**src/verilog/llbs_map.svh**
```systemverilog
// Register map, field layout and timing constants of the burst sequencer.
`ifndef LLBS_MAP_SVH
`define LLBS_MAP_SVH
// Register byte offsets.
`define LLBS_CTRL_OFS 8'h00
`define LLBS_HSW_OFS 8'h04
`define LLBS_BLANK_OFS 8'h08
`define LLBS_TON_OFS 8'h0C
`define LLBS_STAT_OFS 8'h10
`define LLBS_PER_OFS 8'h14
// Reset values of the timing registers, in clock cycles.
`define LLBS_HSW_RST 8'h10
`define LLBS_BLANK_RST 8'h0A
`define LLBS_TON_RST 8'h04
// Status field positions.
`define LLBS_STAT_MODE_LSB 0
`define LLBS_STAT_PPP_LSB 8
`define LLBS_STAT_SINK_BIT 12
`define LLBS_STAT_VSHI_BIT 13
// Clock rate and period.
`define LLBS_CLK_HZ 40000000
`define LLBS_CLK_PER_NS 25
// Least wait: run low between packets, and run high before a pulse.
`define LLBS_T_WAIT_NS 2200
`define LLBS_WAIT_CYC ((`LLBS_T_WAIT_NS+`LLBS_CLK_PER_NS-1)/`LLBS_CLK_PER_NS)
// Burst rate thresholds in hertz; periods in cycles follow from them.
`define LLBS_F_LR_HZ 25000
`define LLBS_F_UP2_HZ 50000
`define LLBS_F_UP1_HZ 34000
`define LLBS_F_SB_UP_HZ 8500
`define LLBS_F_SB_LR_HZ 1700
`define LLBS_CYC(f) (`LLBS_CLK_HZ / (f))
// Pulses per packet limits.
`define LLBS_PPP_MIN 2
`define LLBS_PPP_MAX_LO 5
`define LLBS_PPP_MAX_HI 9
`define LLBS_PPP_UP2_TOP 3
`define LLBS_PPP_SB2 (2 * `LLBS_PPP_MIN)
// Bundle history depth, hits that enable the sink, low-rate streak.
`define LLBS_BUND_DEPTH 8
`define LLBS_BUND_HITS 2
`define LLBS_LR_STREAK 2
`endif

```
**src/verilog/llbs_pkg.sv**
```systemverilog
// Types shared by the burst sequencer.
`default_nettype none
package llbs_pkg;
  // Operating mode, one-hot.
  typedef enum logic [4:0] {
    AMPLITUDE_MOD_STATE = 5'h01,
    ADAPTIVE_BURST_STATE = 5'h02,
    LOW_POWER_STATE = 5'h04,
    FIRST_STANDBY_STATE = 5'h08,
    SECOND_STANDBY_STATE = 5'h10
  } llbs_mode_t;
  // Packet sequencer state, one-hot.
  typedef enum logic [5:0] {
    SQ_IDLE = 6'h01,
    SQ_WAKE = 6'h02,
    SQ_ZC1 = 6'h04,
    SQ_LS = 6'h08,
    SQ_HS = 6'h10,
    SQ_ZCE = 6'h20
  } llbs_seq_t;
  // Comparator and strap pins, synchronised together.
  typedef struct packed {
    logic burst_req;
    logic switch_ref;
    logic standby_peak_pin_high;
    logic peak_at_min;
    logic vs_high;
    logic vs_low;
    logic zero_cross_detect;
    logic cs_trip;
    logic cs_at_burst;
  } llbs_pins_t;
endpackage
`default_nettype wire

```
**src/verilog/llbs_top.sv**
```systemverilog
// Light-load burst sequencer with its APB register slave.
`timescale 1ns/100ps
`default_nettype none
`include "llbs_map.svh"

// Notes on behaviour
// - Burst level reached enters burst, clamps peak.
// - Run stays low at least 2.2 us.
// - Packet opens with low-side pulse first.
// - First low-side at zero cross; later high-side.
// - Target reached: run drops at last crossing.
// - Burst low-side width not below blanking.
// - Rate down to 25 kHz: one pulse less.
// - Rate up to upper limit: one pulse more.
// - Low sense range: cap five, 50 kHz.
// - High range: cap nine, 50/34 kHz.
// - Standby peak pin ignored in burst mode.
// - Two bundles in eight bursts: sink on.
// - Two pulses, two slow periods: low power.
// - Low power: two pulses, run drops.
// - Reference strap: pulse width regulation, short.
// - Ground strap: width still limited by blanking.
// - Minimum peak: first standby, two pulses.
// - Below 8.5 kHz: second standby.
// - Second standby doubles pulses per packet.
// - Second standby peak from standby pin.
// - Pin low: minimum peak, exit above 8.5k.
// - Pin high: exit only above 1.7 kHz.
// - Run high 2.2 us before first pulse.
module llbs_top #(
  parameter int P_SB_UP_CYC = `LLBS_CYC(`LLBS_F_SB_UP_HZ),
  parameter int P_SB_LR_CYC = `LLBS_CYC(`LLBS_F_SB_LR_HZ)
) (
  // Clock and reset.
  input wire logic core_clk_in,
  input wire logic resetn_in,
  // APB slave.
  input wire logic psel_in,
  input wire logic penable_in,
  input wire logic pwrite_in,
  input wire logic [7:0] paddr_in,
  input wire logic [31:0] pwdata_in,
  output logic [31:0] prdata_out,
  output logic pready_out,
  output logic pslverr_out,
  // Comparator and strap pins.
  input wire llbs_pkg::llbs_pins_t pins_in,
  // Gate driver wake and gate pulses.
  output logic run_out,
  output logic low_side_gate_pulse_out,
  output logic high_side_gate_pulse_out,
  // Analog loop controls.
  output logic burst_level_pin_sink_out,
  output logic peak_clamp_burst_out,
  output logic peak_min_out,
  output logic peak_from_pin_out,
  output logic voltage_mode_out
);

  // Period thresholds in cycles.
  localparam int WAIT_CYC = `LLBS_WAIT_CYC;
  localparam logic [15:0] LR_C = 16'(`LLBS_CYC(`LLBS_F_LR_HZ));
  localparam logic [15:0] UP2_C = 16'(`LLBS_CYC(`LLBS_F_UP2_HZ));
  localparam logic [15:0] UP1_C = 16'(`LLBS_CYC(`LLBS_F_UP1_HZ));
  localparam logic [15:0] SBU_C = 16'(P_SB_UP_CYC);
  localparam logic [15:0] SBL_C = 16'(P_SB_LR_CYC);
  localparam logic [7:0] WAIT_C = 8'(WAIT_CYC);
  localparam int NP = $bits(llbs_pkg::llbs_pins_t);

  // Refuse thresholds the 16-bit period counter cannot hold.
  if (P_SB_LR_CYC > 65534 || P_SB_UP_CYC >= P_SB_LR_CYC ||
      P_SB_UP_CYC <= int'(LR_C)) begin : g_chk
    $error("Standby period parameters out of range.");
  end

  // Pin sampling: three flops, a change counts when two agree.
  logic [NP-1:0] raw;
  logic [NP-1:0] cln_q;
  llbs_pkg::llbs_pins_t pin;
  assign raw = pins_in;
  assign pin = cln_q;
  for (genvar gi = 0; gi < NP; gi++) begin : g_sync
    logic [2:0] s_q;
    always_ff @(posedge core_clk_in) begin
      if (!resetn_in) begin
        s_q <= 3'h0;
        cln_q[gi] <= 1'b0;
      end else begin
        s_q <= {s_q[1:0], raw[gi]};
        if (s_q[1] == s_q[2]) begin
          cln_q[gi] <= s_q[1];
        end
      end
    end
  end

  // Zero crossing edge on the cleaned pin.
  logic zc_old_q;
  logic zc_edge;
  assign zc_edge = pin.zero_cross_detect & ~zc_old_q;
  always_ff @(posedge core_clk_in) begin
    if (!resetn_in) begin
      zc_old_q <= 1'b0;
    end else begin
      zc_old_q <= pin.zero_cross_detect;
    end
  end

  // Control registers and APB outputs.
  logic en_q;
  logic [7:0] hsw_q;
  logic [7:0] blank_q;
  logic [7:0] ton_q;
  logic [31:0] prdata_q;
  logic pready_q;
  logic pslverr_q;
  logic setup;
  logic acc;
  logic hit;
  logic [31:0] rd_val;
  // Block state seen by the status registers.
  llbs_pkg::llbs_mode_t mode_q;
  llbs_pkg::llbs_seq_t sq_q;
  logic [3:0] ppp_q;
  logic [15:0] per_q;
  logic sink_q;
  logic vs_hi_q;

  // A setup cycle is answered in the following access cycle.
  assign setup = psel_in & ~penable_in;
  assign acc = psel_in & penable_in & pready_q;
  assign hit = (paddr_in[1:0] == 2'h0) && (paddr_in <= `LLBS_PER_OFS);

  // Read data mux; unmapped addresses read as zero.
  always_comb begin
    rd_val = 32'h0;
    case (paddr_in)
      `LLBS_CTRL_OFS: rd_val[0] = en_q;
      `LLBS_HSW_OFS: rd_val[7:0] = hsw_q;
      `LLBS_BLANK_OFS: rd_val[7:0] = blank_q;
      `LLBS_TON_OFS: rd_val[7:0] = ton_q;
      `LLBS_STAT_OFS: begin
        rd_val[`LLBS_STAT_MODE_LSB +: 5] = mode_q;
        rd_val[`LLBS_STAT_PPP_LSB +: 4] = ppp_q;
        rd_val[`LLBS_STAT_SINK_BIT] = sink_q;
        rd_val[`LLBS_STAT_VSHI_BIT] = vs_hi_q;
      end
      `LLBS_PER_OFS: rd_val[15:0] = per_q;
      default: rd_val = 32'h0;
    endcase
  end

  // Bus handshake: ready, read data and error set up together.
  always_ff @(posedge core_clk_in) begin
    if (!resetn_in) begin
      pready_q <= 1'b0;
      pslverr_q <= 1'b0;
      prdata_q <= 32'h0;
    end else begin
      pready_q <= setup;
      pslverr_q <= setup & ~hit;
      prdata_q <= (setup & ~pwrite_in) ? rd_val : 32'h0;
    end
  end

  // Register writes land at the access edge only.
  always_ff @(posedge core_clk_in) begin
    if (!resetn_in) begin
      en_q <= 1'b0;
      hsw_q <= `LLBS_HSW_RST;
      blank_q <= `LLBS_BLANK_RST;
      ton_q <= `LLBS_TON_RST;
    end else if (acc && pwrite_in) begin
      case (paddr_in)
        `LLBS_CTRL_OFS: en_q <= pwdata_in[0];
        `LLBS_HSW_OFS: hsw_q <= pwdata_in[7:0];
        `LLBS_BLANK_OFS: blank_q <= pwdata_in[7:0];
        `LLBS_TON_OFS: ton_q <= pwdata_in[7:0];
        default: en_q <= en_q;
      endcase
    end
  end

  // Sequencer working values.
  logic [7:0] off_q;
  logic [7:0] wk_q;
  logic [7:0] lcnt_q;
  logic [7:0] hcnt_q;
  logic [3:0] pcnt_q;
  logic [3:0] tgt_q;
  logic [15:0] pcnt16_q;
  logic run_q;
  logic ls_q;
  logic hs_q;
  logic pkt_start;
  logic vm;
  logic [7:0] minw;
  logic [3:0] tgt_d;
  logic [3:0] maxp;
  logic [15:0] up_c;
  logic ls_end;

  // Packet may start after the least wait on a loop request.
  assign pkt_start = (sq_q == llbs_pkg::SQ_IDLE) && en_q &&
    (mode_q != llbs_pkg::AMPLITUDE_MOD_STATE) &&
    (off_q >= WAIT_C) && pin.burst_req;
  // Width regulation only in low power with the reference strap.
  assign vm = (mode_q == llbs_pkg::LOW_POWER_STATE) & pin.switch_ref;
  assign minw = vm ? ton_q : blank_q;
  assign ls_end = vm ? (lcnt_q >= ton_q) :
    (pin.cs_trip && (lcnt_q >= minw));
  // Cap and upper limit follow the sampled sense range.
  assign maxp = vs_hi_q ? 4'(`LLBS_PPP_MAX_HI) : 4'(`LLBS_PPP_MAX_LO);
  assign up_c = (vs_hi_q && ppp_q > 4'(`LLBS_PPP_UP2_TOP)) ?
    UP1_C : UP2_C;

  // Target pulse count of the packet about to start.
  always_comb begin
    case (mode_q)
      llbs_pkg::ADAPTIVE_BURST_STATE: tgt_d = ppp_q;
      llbs_pkg::SECOND_STANDBY_STATE: tgt_d = 4'(`LLBS_PPP_SB2);
      default: tgt_d = 4'(`LLBS_PPP_MIN);
    endcase
  end

  // Packet sequencer: wake, zero cross, low side, high side, end.
  always_ff @(posedge core_clk_in) begin
    if (!resetn_in) begin
      sq_q <= llbs_pkg::SQ_IDLE;
      run_q <= 1'b0;
      ls_q <= 1'b0;
      hs_q <= 1'b0;
      off_q <= 8'h0;
      wk_q <= 8'h0;
      lcnt_q <= 8'h0;
      hcnt_q <= 8'h0;
      pcnt_q <= 4'h0;
      tgt_q <= 4'h0;
    end else if (!en_q || mode_q == llbs_pkg::AMPLITUDE_MOD_STATE) begin
      // Heavy load keeps the driver awake; this block stays idle.
      sq_q <= llbs_pkg::SQ_IDLE;
      run_q <= en_q;
      ls_q <= 1'b0;
      hs_q <= 1'b0;
      off_q <= 8'h0;
    end else begin
      case (sq_q)
        llbs_pkg::SQ_IDLE: begin
          run_q <= 1'b0;
          if (off_q != 8'hFF) begin
            off_q <= off_q + 8'h1;
          end
          if (pkt_start) begin
            sq_q <= llbs_pkg::SQ_WAKE;
            run_q <= 1'b1;
            wk_q <= 8'h0;
            pcnt_q <= 4'h0;
            tgt_q <= tgt_d;
          end
        end
        llbs_pkg::SQ_WAKE: begin
          // Hold off the first pulse until the driver is awake.
          wk_q <= wk_q + 8'h1;
          if (wk_q >= WAIT_C - 8'h1) begin
            sq_q <= llbs_pkg::SQ_ZC1;
          end
        end
        llbs_pkg::SQ_ZC1: begin
          // First low-side pulse opens at a crossing.
          if (zc_edge) begin
            sq_q <= llbs_pkg::SQ_LS;
            ls_q <= 1'b1;
            lcnt_q <= 8'h0;
          end
        end
        llbs_pkg::SQ_LS: begin
          lcnt_q <= lcnt_q + 8'h1;
          if (ls_end) begin
            ls_q <= 1'b0;
            pcnt_q <= pcnt_q + 4'h1;
            if (mode_q == llbs_pkg::ADAPTIVE_BURST_STATE) begin
              sq_q <= llbs_pkg::SQ_HS;
              hs_q <= 1'b1;
              hcnt_q <= 8'h0;
            end else begin
              sq_q <= llbs_pkg::SQ_ZCE;
            end
          end
        end
        llbs_pkg::SQ_HS: begin
          hcnt_q <= hcnt_q + 8'h1;
          if (hcnt_q >= hsw_q) begin
            hs_q <= 1'b0;
            sq_q <= llbs_pkg::SQ_ZCE;
          end
        end
        llbs_pkg::SQ_ZCE: begin
          if (zc_edge) begin
            if (pcnt_q >= tgt_q) begin
              sq_q <= llbs_pkg::SQ_IDLE;
              run_q <= 1'b0;
              off_q <= 8'h0;
            end else begin
              sq_q <= llbs_pkg::SQ_LS;
              ls_q <= 1'b1;
              lcnt_q <= 8'h0;
            end
          end
        end
        default: sq_q <= llbs_pkg::SQ_IDLE;
      endcase
    end
  end

  // Sense range sampled at the high-side falling edge, with hysteresis.
  always_ff @(posedge core_clk_in) begin
    if (!resetn_in) begin
      vs_hi_q <= 1'b0;
    end else if (sq_q == llbs_pkg::SQ_HS && hcnt_q >= hsw_q) begin
      if (pin.vs_high) begin
        vs_hi_q <= 1'b1;
      end else if (pin.vs_low) begin
        vs_hi_q <= 1'b0;
      end
    end
  end

  // Burst period counter, restarted at every packet start.
  always_ff @(posedge core_clk_in) begin
    if (!resetn_in) begin
      pcnt16_q <= 16'h0;
      per_q <= 16'h0;
    end else if (pkt_start) begin
      per_q <= pcnt16_q;
      pcnt16_q <= 16'h0;
    end else if (pcnt16_q != 16'hFFFF) begin
      pcnt16_q <= pcnt16_q + 16'h1;
    end
  end

  // Mode stepping and pulses per packet; rate steps judged at packet start.
  logic [1:0] lr_q;
  always_ff @(posedge core_clk_in) begin
    if (!resetn_in) begin
      mode_q <= llbs_pkg::AMPLITUDE_MOD_STATE;
      ppp_q <= 4'(`LLBS_PPP_MAX_LO);
      lr_q <= 2'h0;
    end else if (!en_q) begin
      mode_q <= llbs_pkg::AMPLITUDE_MOD_STATE;
      lr_q <= 2'h0;
    end else begin
      case (mode_q)
        llbs_pkg::AMPLITUDE_MOD_STATE: begin
          if (pin.cs_at_burst) begin
            mode_q <= llbs_pkg::ADAPTIVE_BURST_STATE;
          end
        end
        llbs_pkg::ADAPTIVE_BURST_STATE: begin
          // The standby peak pin takes no part here.
          if (!pin.cs_at_burst) begin
            mode_q <= llbs_pkg::AMPLITUDE_MOD_STATE;
          end else if (pkt_start && pcnt16_q >= LR_C) begin
            if (ppp_q > 4'(`LLBS_PPP_MIN)) begin
              ppp_q <= ppp_q - 4'h1;
              lr_q <= 2'h0;
            end else if (lr_q == 2'(`LLBS_LR_STREAK - 1)) begin
              mode_q <= llbs_pkg::LOW_POWER_STATE;
              lr_q <= 2'h0;
            end else begin
              lr_q <= lr_q + 2'h1;
            end
          end else if (pkt_start) begin
            lr_q <= 2'h0;
            if (pcnt16_q <= up_c && ppp_q < maxp) begin
              ppp_q <= ppp_q + 4'h1;
            end
          end else if (ppp_q > maxp) begin
            ppp_q <= maxp;
          end
        end
        llbs_pkg::LOW_POWER_STATE: begin
          if (pin.peak_at_min) begin
            mode_q <= llbs_pkg::FIRST_STANDBY_STATE;
          end
        end
        llbs_pkg::FIRST_STANDBY_STATE: begin
          if (!pin.peak_at_min) begin
            mode_q <= llbs_pkg::LOW_POWER_STATE;
          end else if (pkt_start && pcnt16_q > SBU_C) begin
            mode_q <= llbs_pkg::SECOND_STANDBY_STATE;
          end
        end
        llbs_pkg::SECOND_STANDBY_STATE: begin
          // Pin high skips the band between the two exit rates.
          if (pkt_start && pcnt16_q <
              (pin.standby_peak_pin_high ? SBL_C : SBU_C)) begin
            mode_q <= llbs_pkg::FIRST_STANDBY_STATE;
          end
        end
        default: mode_q <= llbs_pkg::AMPLITUDE_MOD_STATE;
      endcase
    end
  end

  // Bundle history: max-count packets started at the least wait.
  logic [`LLBS_BUND_DEPTH-1:0] bund_q;
  logic [`LLBS_BUND_DEPTH-1:0] bund_d;
  logic bund_now;
  assign bund_now = (ppp_q == maxp) && (off_q == WAIT_C);
  assign bund_d = {bund_q[`LLBS_BUND_DEPTH-2:0], bund_now};
  always_ff @(posedge core_clk_in) begin
    if (!resetn_in) begin
      bund_q <= '0;
      sink_q <= 1'b0;
    end else if (pkt_start &&
                 mode_q == llbs_pkg::ADAPTIVE_BURST_STATE) begin
      bund_q <= bund_d;
      if ($countones(bund_d) >= `LLBS_BUND_HITS) begin
        sink_q <= 1'b1;
      end
    end else if (mode_q == llbs_pkg::AMPLITUDE_MOD_STATE) begin
      bund_q <= '0;
      sink_q <= 1'b0;
    end
  end

  // Peak threshold selection toward the analog loop.
  logic clamp_q;
  logic pmin_q;
  logic ppin_q;
  logic vm_q;
  always_ff @(posedge core_clk_in) begin
    if (!resetn_in) begin
      clamp_q <= 1'b0;
      pmin_q <= 1'b0;
      ppin_q <= 1'b0;
      vm_q <= 1'b0;
    end else begin
      clamp_q <= mode_q == llbs_pkg::ADAPTIVE_BURST_STATE;
      pmin_q <= (mode_q == llbs_pkg::FIRST_STANDBY_STATE) ||
        (mode_q == llbs_pkg::SECOND_STANDBY_STATE &&
         !pin.standby_peak_pin_high);
      ppin_q <= (mode_q == llbs_pkg::SECOND_STANDBY_STATE) &&
        pin.standby_peak_pin_high;
      vm_q <= vm;
    end
  end

  // Outputs straight from flops.
  assign prdata_out = prdata_q;
  assign pready_out = pready_q;
  assign pslverr_out = pslverr_q;
  assign run_out = run_q;
  assign low_side_gate_pulse_out = ls_q;
  assign high_side_gate_pulse_out = hs_q;
  assign burst_level_pin_sink_out = sink_q;
  assign peak_clamp_burst_out = clamp_q;
  assign peak_min_out = pmin_q;
  assign peak_from_pin_out = ppin_q;
  assign voltage_mode_out = vm_q;

  // Helpers: run age and low-side seen in this packet.
  logic [7:0] age_q;
  logic seen_q;
  always_ff @(posedge core_clk_in) begin
    if (!resetn_in || !run_q) begin
      age_q <= 8'h0;
      seen_q <= 1'b0;
    end else begin
      if (age_q != 8'hFF) begin
        age_q <= age_q + 8'h1;
      end
      if (ls_q) begin
        seen_q <= 1'b1;
      end
    end
  end
endmodule // llbs_top
`default_nettype wire

```
**config.mk**
```make
export PLATFORM = sky130hd
export DESIGN_NAME = llbs_top
export DESIGN_NICKNAME = d
export VERILOG_FILES = /design/src/verilog/llbs_pkg.sv /design/src/verilog/llbs_top.sv
export VERILOG_INCLUDE_DIRS = /design/src /design/src/verilog
export SDC_FILE = /design/constraint.sdc
export NUM_CORES = 1
export LEC_CHECK = 0
export ABC_AREA = 0
export BUFFER_PORTS_ARGS = -buffer_cell sky130_fd_sc_hd__buf_2
export CAP_MARGIN = 0
export CELL_PAD_IN_SITES_DETAIL_PLACEMENT = 0
export CELL_PAD_IN_SITES_GLOBAL_PLACEMENT = 1
export CORE_MARGIN = 10
export CORE_UTILIZATION = 28
export CTS_BUF_LIST = sky130_fd_sc_hd__clkbuf_8
export CTS_CLUSTER_DIAMETER = 50
export DETAILED_ROUTE_END_ITERATION = 10
export GPL_TIMING_DRIVEN = 0
export HOLD_SLACK_MARGIN = 0.1
export PLACE_DENSITY_LB_ADDON = 0.1
export SKIP_LAST_GASP = 1
export SLEW_MARGIN = 30
export SYNTH_ARGS = -nofsm -noshare
export SYNTH_HDL_FRONTEND = slang
export SYNTH_SLANG_ARGS = --single-unit
```
**constraint.sdc**
```tcl
create_clock -name core_clk_in -period 7.1 [get_ports core_clk_in]
set_input_delay 0.355 -clock core_clk_in [delete_from_list [all_inputs] [get_ports core_clk_in]]
set_output_delay 0.355 -clock core_clk_in [all_outputs]
set_load 0.01 [all_outputs]
```
# Word-level counts from Yosys, hierarchy flattened
# Cells that the tools add are included.
# totals
in_bits,54
regBits,201
# classes
n_eq_ne,53
bitwise,13
magnitude_cmp,16
n_reduce_logical,57
n_mux,75
n_addsub,16
# ops
operator,count
two-way mux 8 bit,10
one-hot mux 8 bit (2 select lines),3
two-way mux 5 bit,9
two-way mux 6 bit,7
two-way mux 4 bit,9
one-hot mux 6 bit (6 select lines),1
adder 8 x 1 -> 8 bit (second input constant),4
one-hot mux 5 bit (5 select lines),1
greater-or-equal comparator 8 bit,3
!= test 2 bit (second input constant),12
one-hot mux 8 bit (3 select lines),1
one-hot mux 4 bit (5 select lines),1
logical AND 1 bit,17
two-way mux 1 bit,17
adder 16 x 1 -> 16 bit (second input constant),1
equality test 8 x 4 -> 1 bit (second input constant),2
equality test 8 x 5 -> 1 bit (second input constant),2
greater-or-equal comparator 16 x 11 -> 1 bit (second input constant),1
greater-or-equal comparator 8 x 7 -> 1 bit (second input constant),2
greater-than comparator 16 x 13 -> 1 bit (second input constant),1
<= comparator 16 x 11 -> 1 bit,1
less-than comparator 16 x 15 -> 1 bit,1
!= test 16 bit (second input constant),1
one-hot mux 4 bit (2 select lines),2
58 further kinds,121

# Longest topological paths before layout
# depth
depth_word,9
mapped_depth,15
ltp_nobuf,15

# Worst setup path before layout
# Ideal clock, no wire load.
# synth_timing
kind,reg-to-reg
startpoint,register mode_q[0]
endpoint,register hs_q (netlist: high_side_gate_pulse_out)
stages_incl_launch_ff,15
t_arrival_ps,3039
required_ps,6980
setup_slack_ps,3940
cell_sequence,dfxtp_1 nor2_1 nand4_1 clkbuf_1 nor2_1 a21oi_1 ha_1 a21o_1 a21o_1 a2111oi_0 o21ai_0 o311ai_0 buf_2 a2bb2oi_1 nor2_1
# synth_via
elab_chain_cells,8
# synth_rtl
element,line_no,text
start: declaration,llbs_top.sv:122,llbs_pkg::llbs_mode_t mode_q;
start signal: assignment,llbs_top.sv:345,mode_q <= llbs_pkg::AMPLITUDE_MOD_STATE;
start signal: assignment,llbs_top.sv:349,mode_q <= llbs_pkg::AMPLITUDE_MOD_STATE;
start signal: assignment,llbs_top.sv:355,mode_q <= llbs_pkg::ADAPTIVE_BURST_STATE;
equality test 5 x 3 -> 1 bit,llbs_top.sv:208,assign vm = (mode_q == llbs_pkg::LOW_POWER_STATE) & pin.switch_ref;
AND 1 bit,llbs_top.sv:208,
two-way mux 8 bit,llbs_top.sv:209,assign minw = vm ? ton_q : blank_q;
greater-or-equal comparator 8 bit,llbs_top.sv:211,(pin.cs_trip && (lcnt_q >= minw));
logical AND 1 bit,llbs_top.sv:211,
two-way mux 1 bit,llbs_top.sv:210,assign ls_end = vm ? (lcnt_q >= ton_q) :
!= test 2 bit (no line),-,
AND reduction 4 bit (no line),-,
end signal: assignment,llbs_top.sv:232,hs_q <= 1'b0;
end signal: assignment,llbs_top.sv:244,hs_q <= 1'b0;
end signal: assignment,llbs_top.sv:283,hs_q <= 1'b1;
end: declaration,llbs_top.sv:194,logic hs_q;
# Several ways; a longest one is shown, not always the timed one.
# A chain may end at the register's enable or synchronous reset.

# Worst setup path in the final report
# layout_timing
startpoint,register mode_q[0]
endpoint,register hcnt_q[7]
# layout_via
elab_chain_cells,8
# layout_rtl
element,line_no,text
equality test 5 x 3 -> 1 bit,llbs_top.sv:208,
AND 1 bit,llbs_top.sv:208,
two-way mux 8 bit,llbs_top.sv:209,
greater-or-equal comparator 8 bit,llbs_top.sv:211,
logical AND 1 bit,llbs_top.sv:211,
two-way mux 1 bit,llbs_top.sv:210,
!= test 2 bit (no line),-,
AND reduction 4 bit (no line) *,-,
end signal: assignment,llbs_top.sv:291,hcnt_q <= hcnt_q + 8'h1;
end: declaration,llbs_top.sv:188,logic [7:0] hcnt_q;
# Every way passes the cells marked *; elsewhere a longest branch is shown, timed or not.

==> results.sh <==
export IMPL_setup_tns_ns=0
export IMPL_synthArstFlopShare_pct=0
export IMPL_grtUsageTotal_pct=14.1
export IMPL_p_per_area_nw_per_um2=177
export IMPL_power_frac_clock_pct=41.0
export IMPL_vdd_drop_max_mv=0.109
export IMPL_clkTransAtPathRegs_ns=0.12
export IMPL_crit_slowest_cell="dfxtp_1"
export IMPL_required_ns=7.51
export IMPL_synth_seq_cells=185
export IMPL_yosysTopAreaCellShare_pct=39.8
export IMPL_r2r_slack_ns=3.06
export IMPL_synth_edf_count=0
export IMPL_path_depth=14
export IMPL_wl_met3_um=781
export IMPL_muxShareOfSynthArea_pct=3.23
export IMPL_p_sw_w=0.000521
export IMPL_core_sq_um=32600
export IMPL_holdCritPathClass="in -> reg"
export IMPL_drt_wirelength_per_cell_um=17.5
export IMPL_wl_um=28900
export IMPL_grt_pass1_wl_um=45600
export IMPL_syn_avg_cell_area_sq_um=8.44
export IMPL_portBuffers=52
export IMPL_synth_area_sq_um=9300
export IMPL_swShare_pct=27.4
export IMPL_power_total_w=0.00190
export IMPL_worstRegToRegCells=14
export IMPL_worst_path_buf_inv=2
export IMPL_cts_tree="built"
export IMPL_start_kind="register"
export IMPL_area_growth_pct=15.4
export IMPL_netlist_cell_type_count=78
export IMPL_boundaryPins=96
export IMPL_drive_gt1_share_pct=11.7
export IMPL_finalCoreUtilization_pct=32.9
export IMPL_rsz0062_at_grt="false"
export IMPL_yosysMostFrequentCell="dfxtp_1"
export IMPL_met1_length_um=15000
export IMPL_num_antenna_cells=0
export IMPL_worstPathCellList="nor2_1, nand4_1, clkbuf_1, nor2_1, a21oi_1, ha_1, a21o_1, a21o_1, a2111oi_0, o21ai_0, o311ai_2, buf_2, nor2_1, a31oi_1"
export IMPL_fin_crit_ns=4.04
export IMPL_cts_buffers=17
export IMPL_period_share_pct=56.8
export IMPL_clkSinkCount=185
export IMPL_top_layer_used="met4"
export IMPL_cts_buffer_depth=2
export IMPL_worstSetupPathType="reg -> reg"
export IMPL_vias_per_cell=4.77
export IMPL_worst_pin_slew_ns=0.813
export IMPL_vias=7894
export IMPL_clock_latency_ns=0.50
export IMPL_post_cts_resized=0
export IMPL_route_met2_wl_um=12900
export IMPL_grt_overflow_total=0
export IMPL_synth_warnings=0
export IMPL_drtAntennaViolNets=0
export IMPL_ys_top_cells_by_count="185 x dfxtp_1, 117 x nand2_1, 100 x a21oi_1, 89 x nor2_1, 58 x ha_1"
export IMPL_clock_skew_ns=0.0251
export IMPL_power_leakage_nw=4.13
export IMPL_cts_root_buffer="clkbuf_8"
export IMPL_synth_compound_area_share_pct=16.9
export IMPL_rows=66
export IMPL_finalSetupViolations=0
export IMPL_cts_htree_levels=4
export IMPL_path_max_fanout=10
export IMPL_synthAdderAreaFrac_pct=8.66
export IMPL_grt_pass1_vias=7635
export IMPL_maxSlewViolCount=0
export IMPL_seq_area_frac_synth_pct=39.8
export IMPL_p_seq_share_pct=55.3
export IMPL_fp_dieArea_sq_um=40900
export IMPL_dr_pass1_iters=5
export IMPL_antenna_found_initial=0
export IMPL_path_delay_family="compound AO/OA/AOI/OAI gates"
export IMPL_die_w_um=202
export IMPL_synth_top_family_by_area="simple AND/OR/NAND/NOR gates"
export IMPL_die_h_um=202
export IMPL_gp_congestion=0.783
export IMPL_hold_viol_final=0
export IMPL_synth_xor_area_share_pct=1.88
export IMPL_post_dp_hpwl_um=22000
export IMPL_grt_max_degree=21
export IMPL_cpMostUsedCell="nor2_1"
export IMPL_synthSimpleGateAreaFrac_pct=23.5
export IMPL_synthFlopType="dfxtp_1"
export IMPL_yosys_area_top_type="dfxtp_1"
export IMPL_cap_violations=0
export IMPL_fmax_mhz=248
export IMPL_power_frac_comb_pct=3.7
export IMPL_outcome="complete, no violations"
export IMPL_drt_iter0_markers=349
export IMPL_synth_area_top_cells="dfxtp_1 40%, ha_1 7.8%, a21oi_1 5.4%"
export IMPL_slowest_delay_ns=0.43
export IMPL_nets=1317
export IMPL_power_internal_w=0.00138
export IMPL_drcViolationCount=0
export IMPL_synthesis_instances=1102
export IMPL_end_kind="register"
export IMPL_initial_utilization_pct=28.5
export IMPL_crit_arrival_ns=4.45
export IMPL_slew_limit_headroom_pct=45.8
export IMPL_hold_path_depth=3
## final cells by class
| class | instances | area [sq um] |
|---|---|---|
| repair buffers | 65 | 390 |
| clock inverters | 15 | 191 |
| flip-flops and latches | 185 | 3700 |
| inverters | 56 | 210 |
| clock buffers | 17 | 234 |
| fillers | 3495 | 21900 |
| well taps | 442 | 553 |
| plain buffers | 71 | 345 |
| multi-input cells | 805 | 5110 |
## state kept, by name (all words and copies together) (netlist names), 2 cells and up
register and flops:
blank_q 8, bund_q 7, cln_q 9, g_sync.s_q 27
hcnt_q 8, hsw_q 8, lcnt_q 8, lr_q 2
mode_q 5, off_q 8, pcnt16_q 16, pcnt_q 4
per_q 16, ppp_q 4, prdata_out 16, sq_q 6
tgt_q 4, ton_q 8, wk_q 8
## power by group through the flow
stage                     Combinational, W  Sequential (W)  Clock [W]
after floorplan                  0.0000383         0.00107          0
after global placement           0.0000672         0.00107          0
after detailed placement         0.0000672         0.00107          0
after CTS                        0.0000726         0.00105   0.000807
after global routing             0.0000795         0.00105   0.000845
final                            0.0000713         0.00105   0.000779
## worst min-delay path, delay by kind of cell
family	cells	cell delay, ns
buffers and inverters	1	0.13
AND/OR/NAND/NOR	1	0.07
AO/OA/AOI/OAI	1	0.05
## kinds of logic after synthesis
group	Yosys count
buffers and inverters	127
muxes	29
AOI/OAI and AO/OA	255
other	1
xor gates and xnor gates	20
adders and majority gates	62
and+or+nand+nor	423
DFF	185
## what timing repair did
item | 4_1_cts | 5_1_grt
hold endpoints to repair | 16 | 0
buffers inserted | 0 | 0
hold buffers | 13 | 0
## through the flow
step,area (sq um),hold WS (ns),setup slack (ns),instances
2_1_floorplan,9360,0.412,3.94,1117
3_3_place_gp,10200,0.416,2.86,1611
3_5_place_dp,10200,0.419,3.04,1611
4_1_cts,10700,0.109,2.97,1656
5_1_grt,10700,0.125,2.65,1656
6_report,10700,0.140,3.06,1656
## final timing paths
check | start | endpoint
setup / recovery | mode_q[0] | hcnt_q[7]
hold / removal | pwdata_in[3] | hsw_q[3]
setup reg to reg | mode_q[0] | hcnt_q[7]
hold reg to reg | g_sync[4].s_q[0] | g_sync[4].s_q[1]
## cells in the final DEF (no fill, tap or decap), types with 9 or more instances in the layout
master / Yosys / layout
dfxtp_1: 185 / 185
nand2_1: 117 / 117
a21oi_1: 100 / 100
nor2_1: 89 / 89
buf_2: 8 / 60
ha_1: 58 / 58
inv_1: 56 / 56
o21ai_0: 50 / 50
nand3_1: 48 / 48
clkbuf_1: 43 / 43
and2_1: 36 / 36
mux2i_1: 21 / 21
nor3_1: 18 / 18
clkbuf_8: 0 / 17
nand4_1: 16 / 16
a31oi_1: 16 / 16
buf_4: 16 / 16
conb_1: 1 / 16
a22oi_1: 13 / 13
dlygate4sd3_1: 0 / 13
and3_1: 12 / 12
xnor2_1: 12 / 12
a211oi_1: 11 / 11
nor2b_1: 10 / 10
a21o_1: 10 / 10
o31ai_1: 10 / 10
or3_1: 10 / 10
nor4_1: 9 / 9
## routing by layer
metal / track usage [%] / vias to the layer above
li1: - / 4063
met1: 19.8 / 3709
met2: 21.8 / 108
met3: 2.75 / 14
met4: 2.90 / 0
met5: 0 / -
Power figures use the tool's default switching activity.
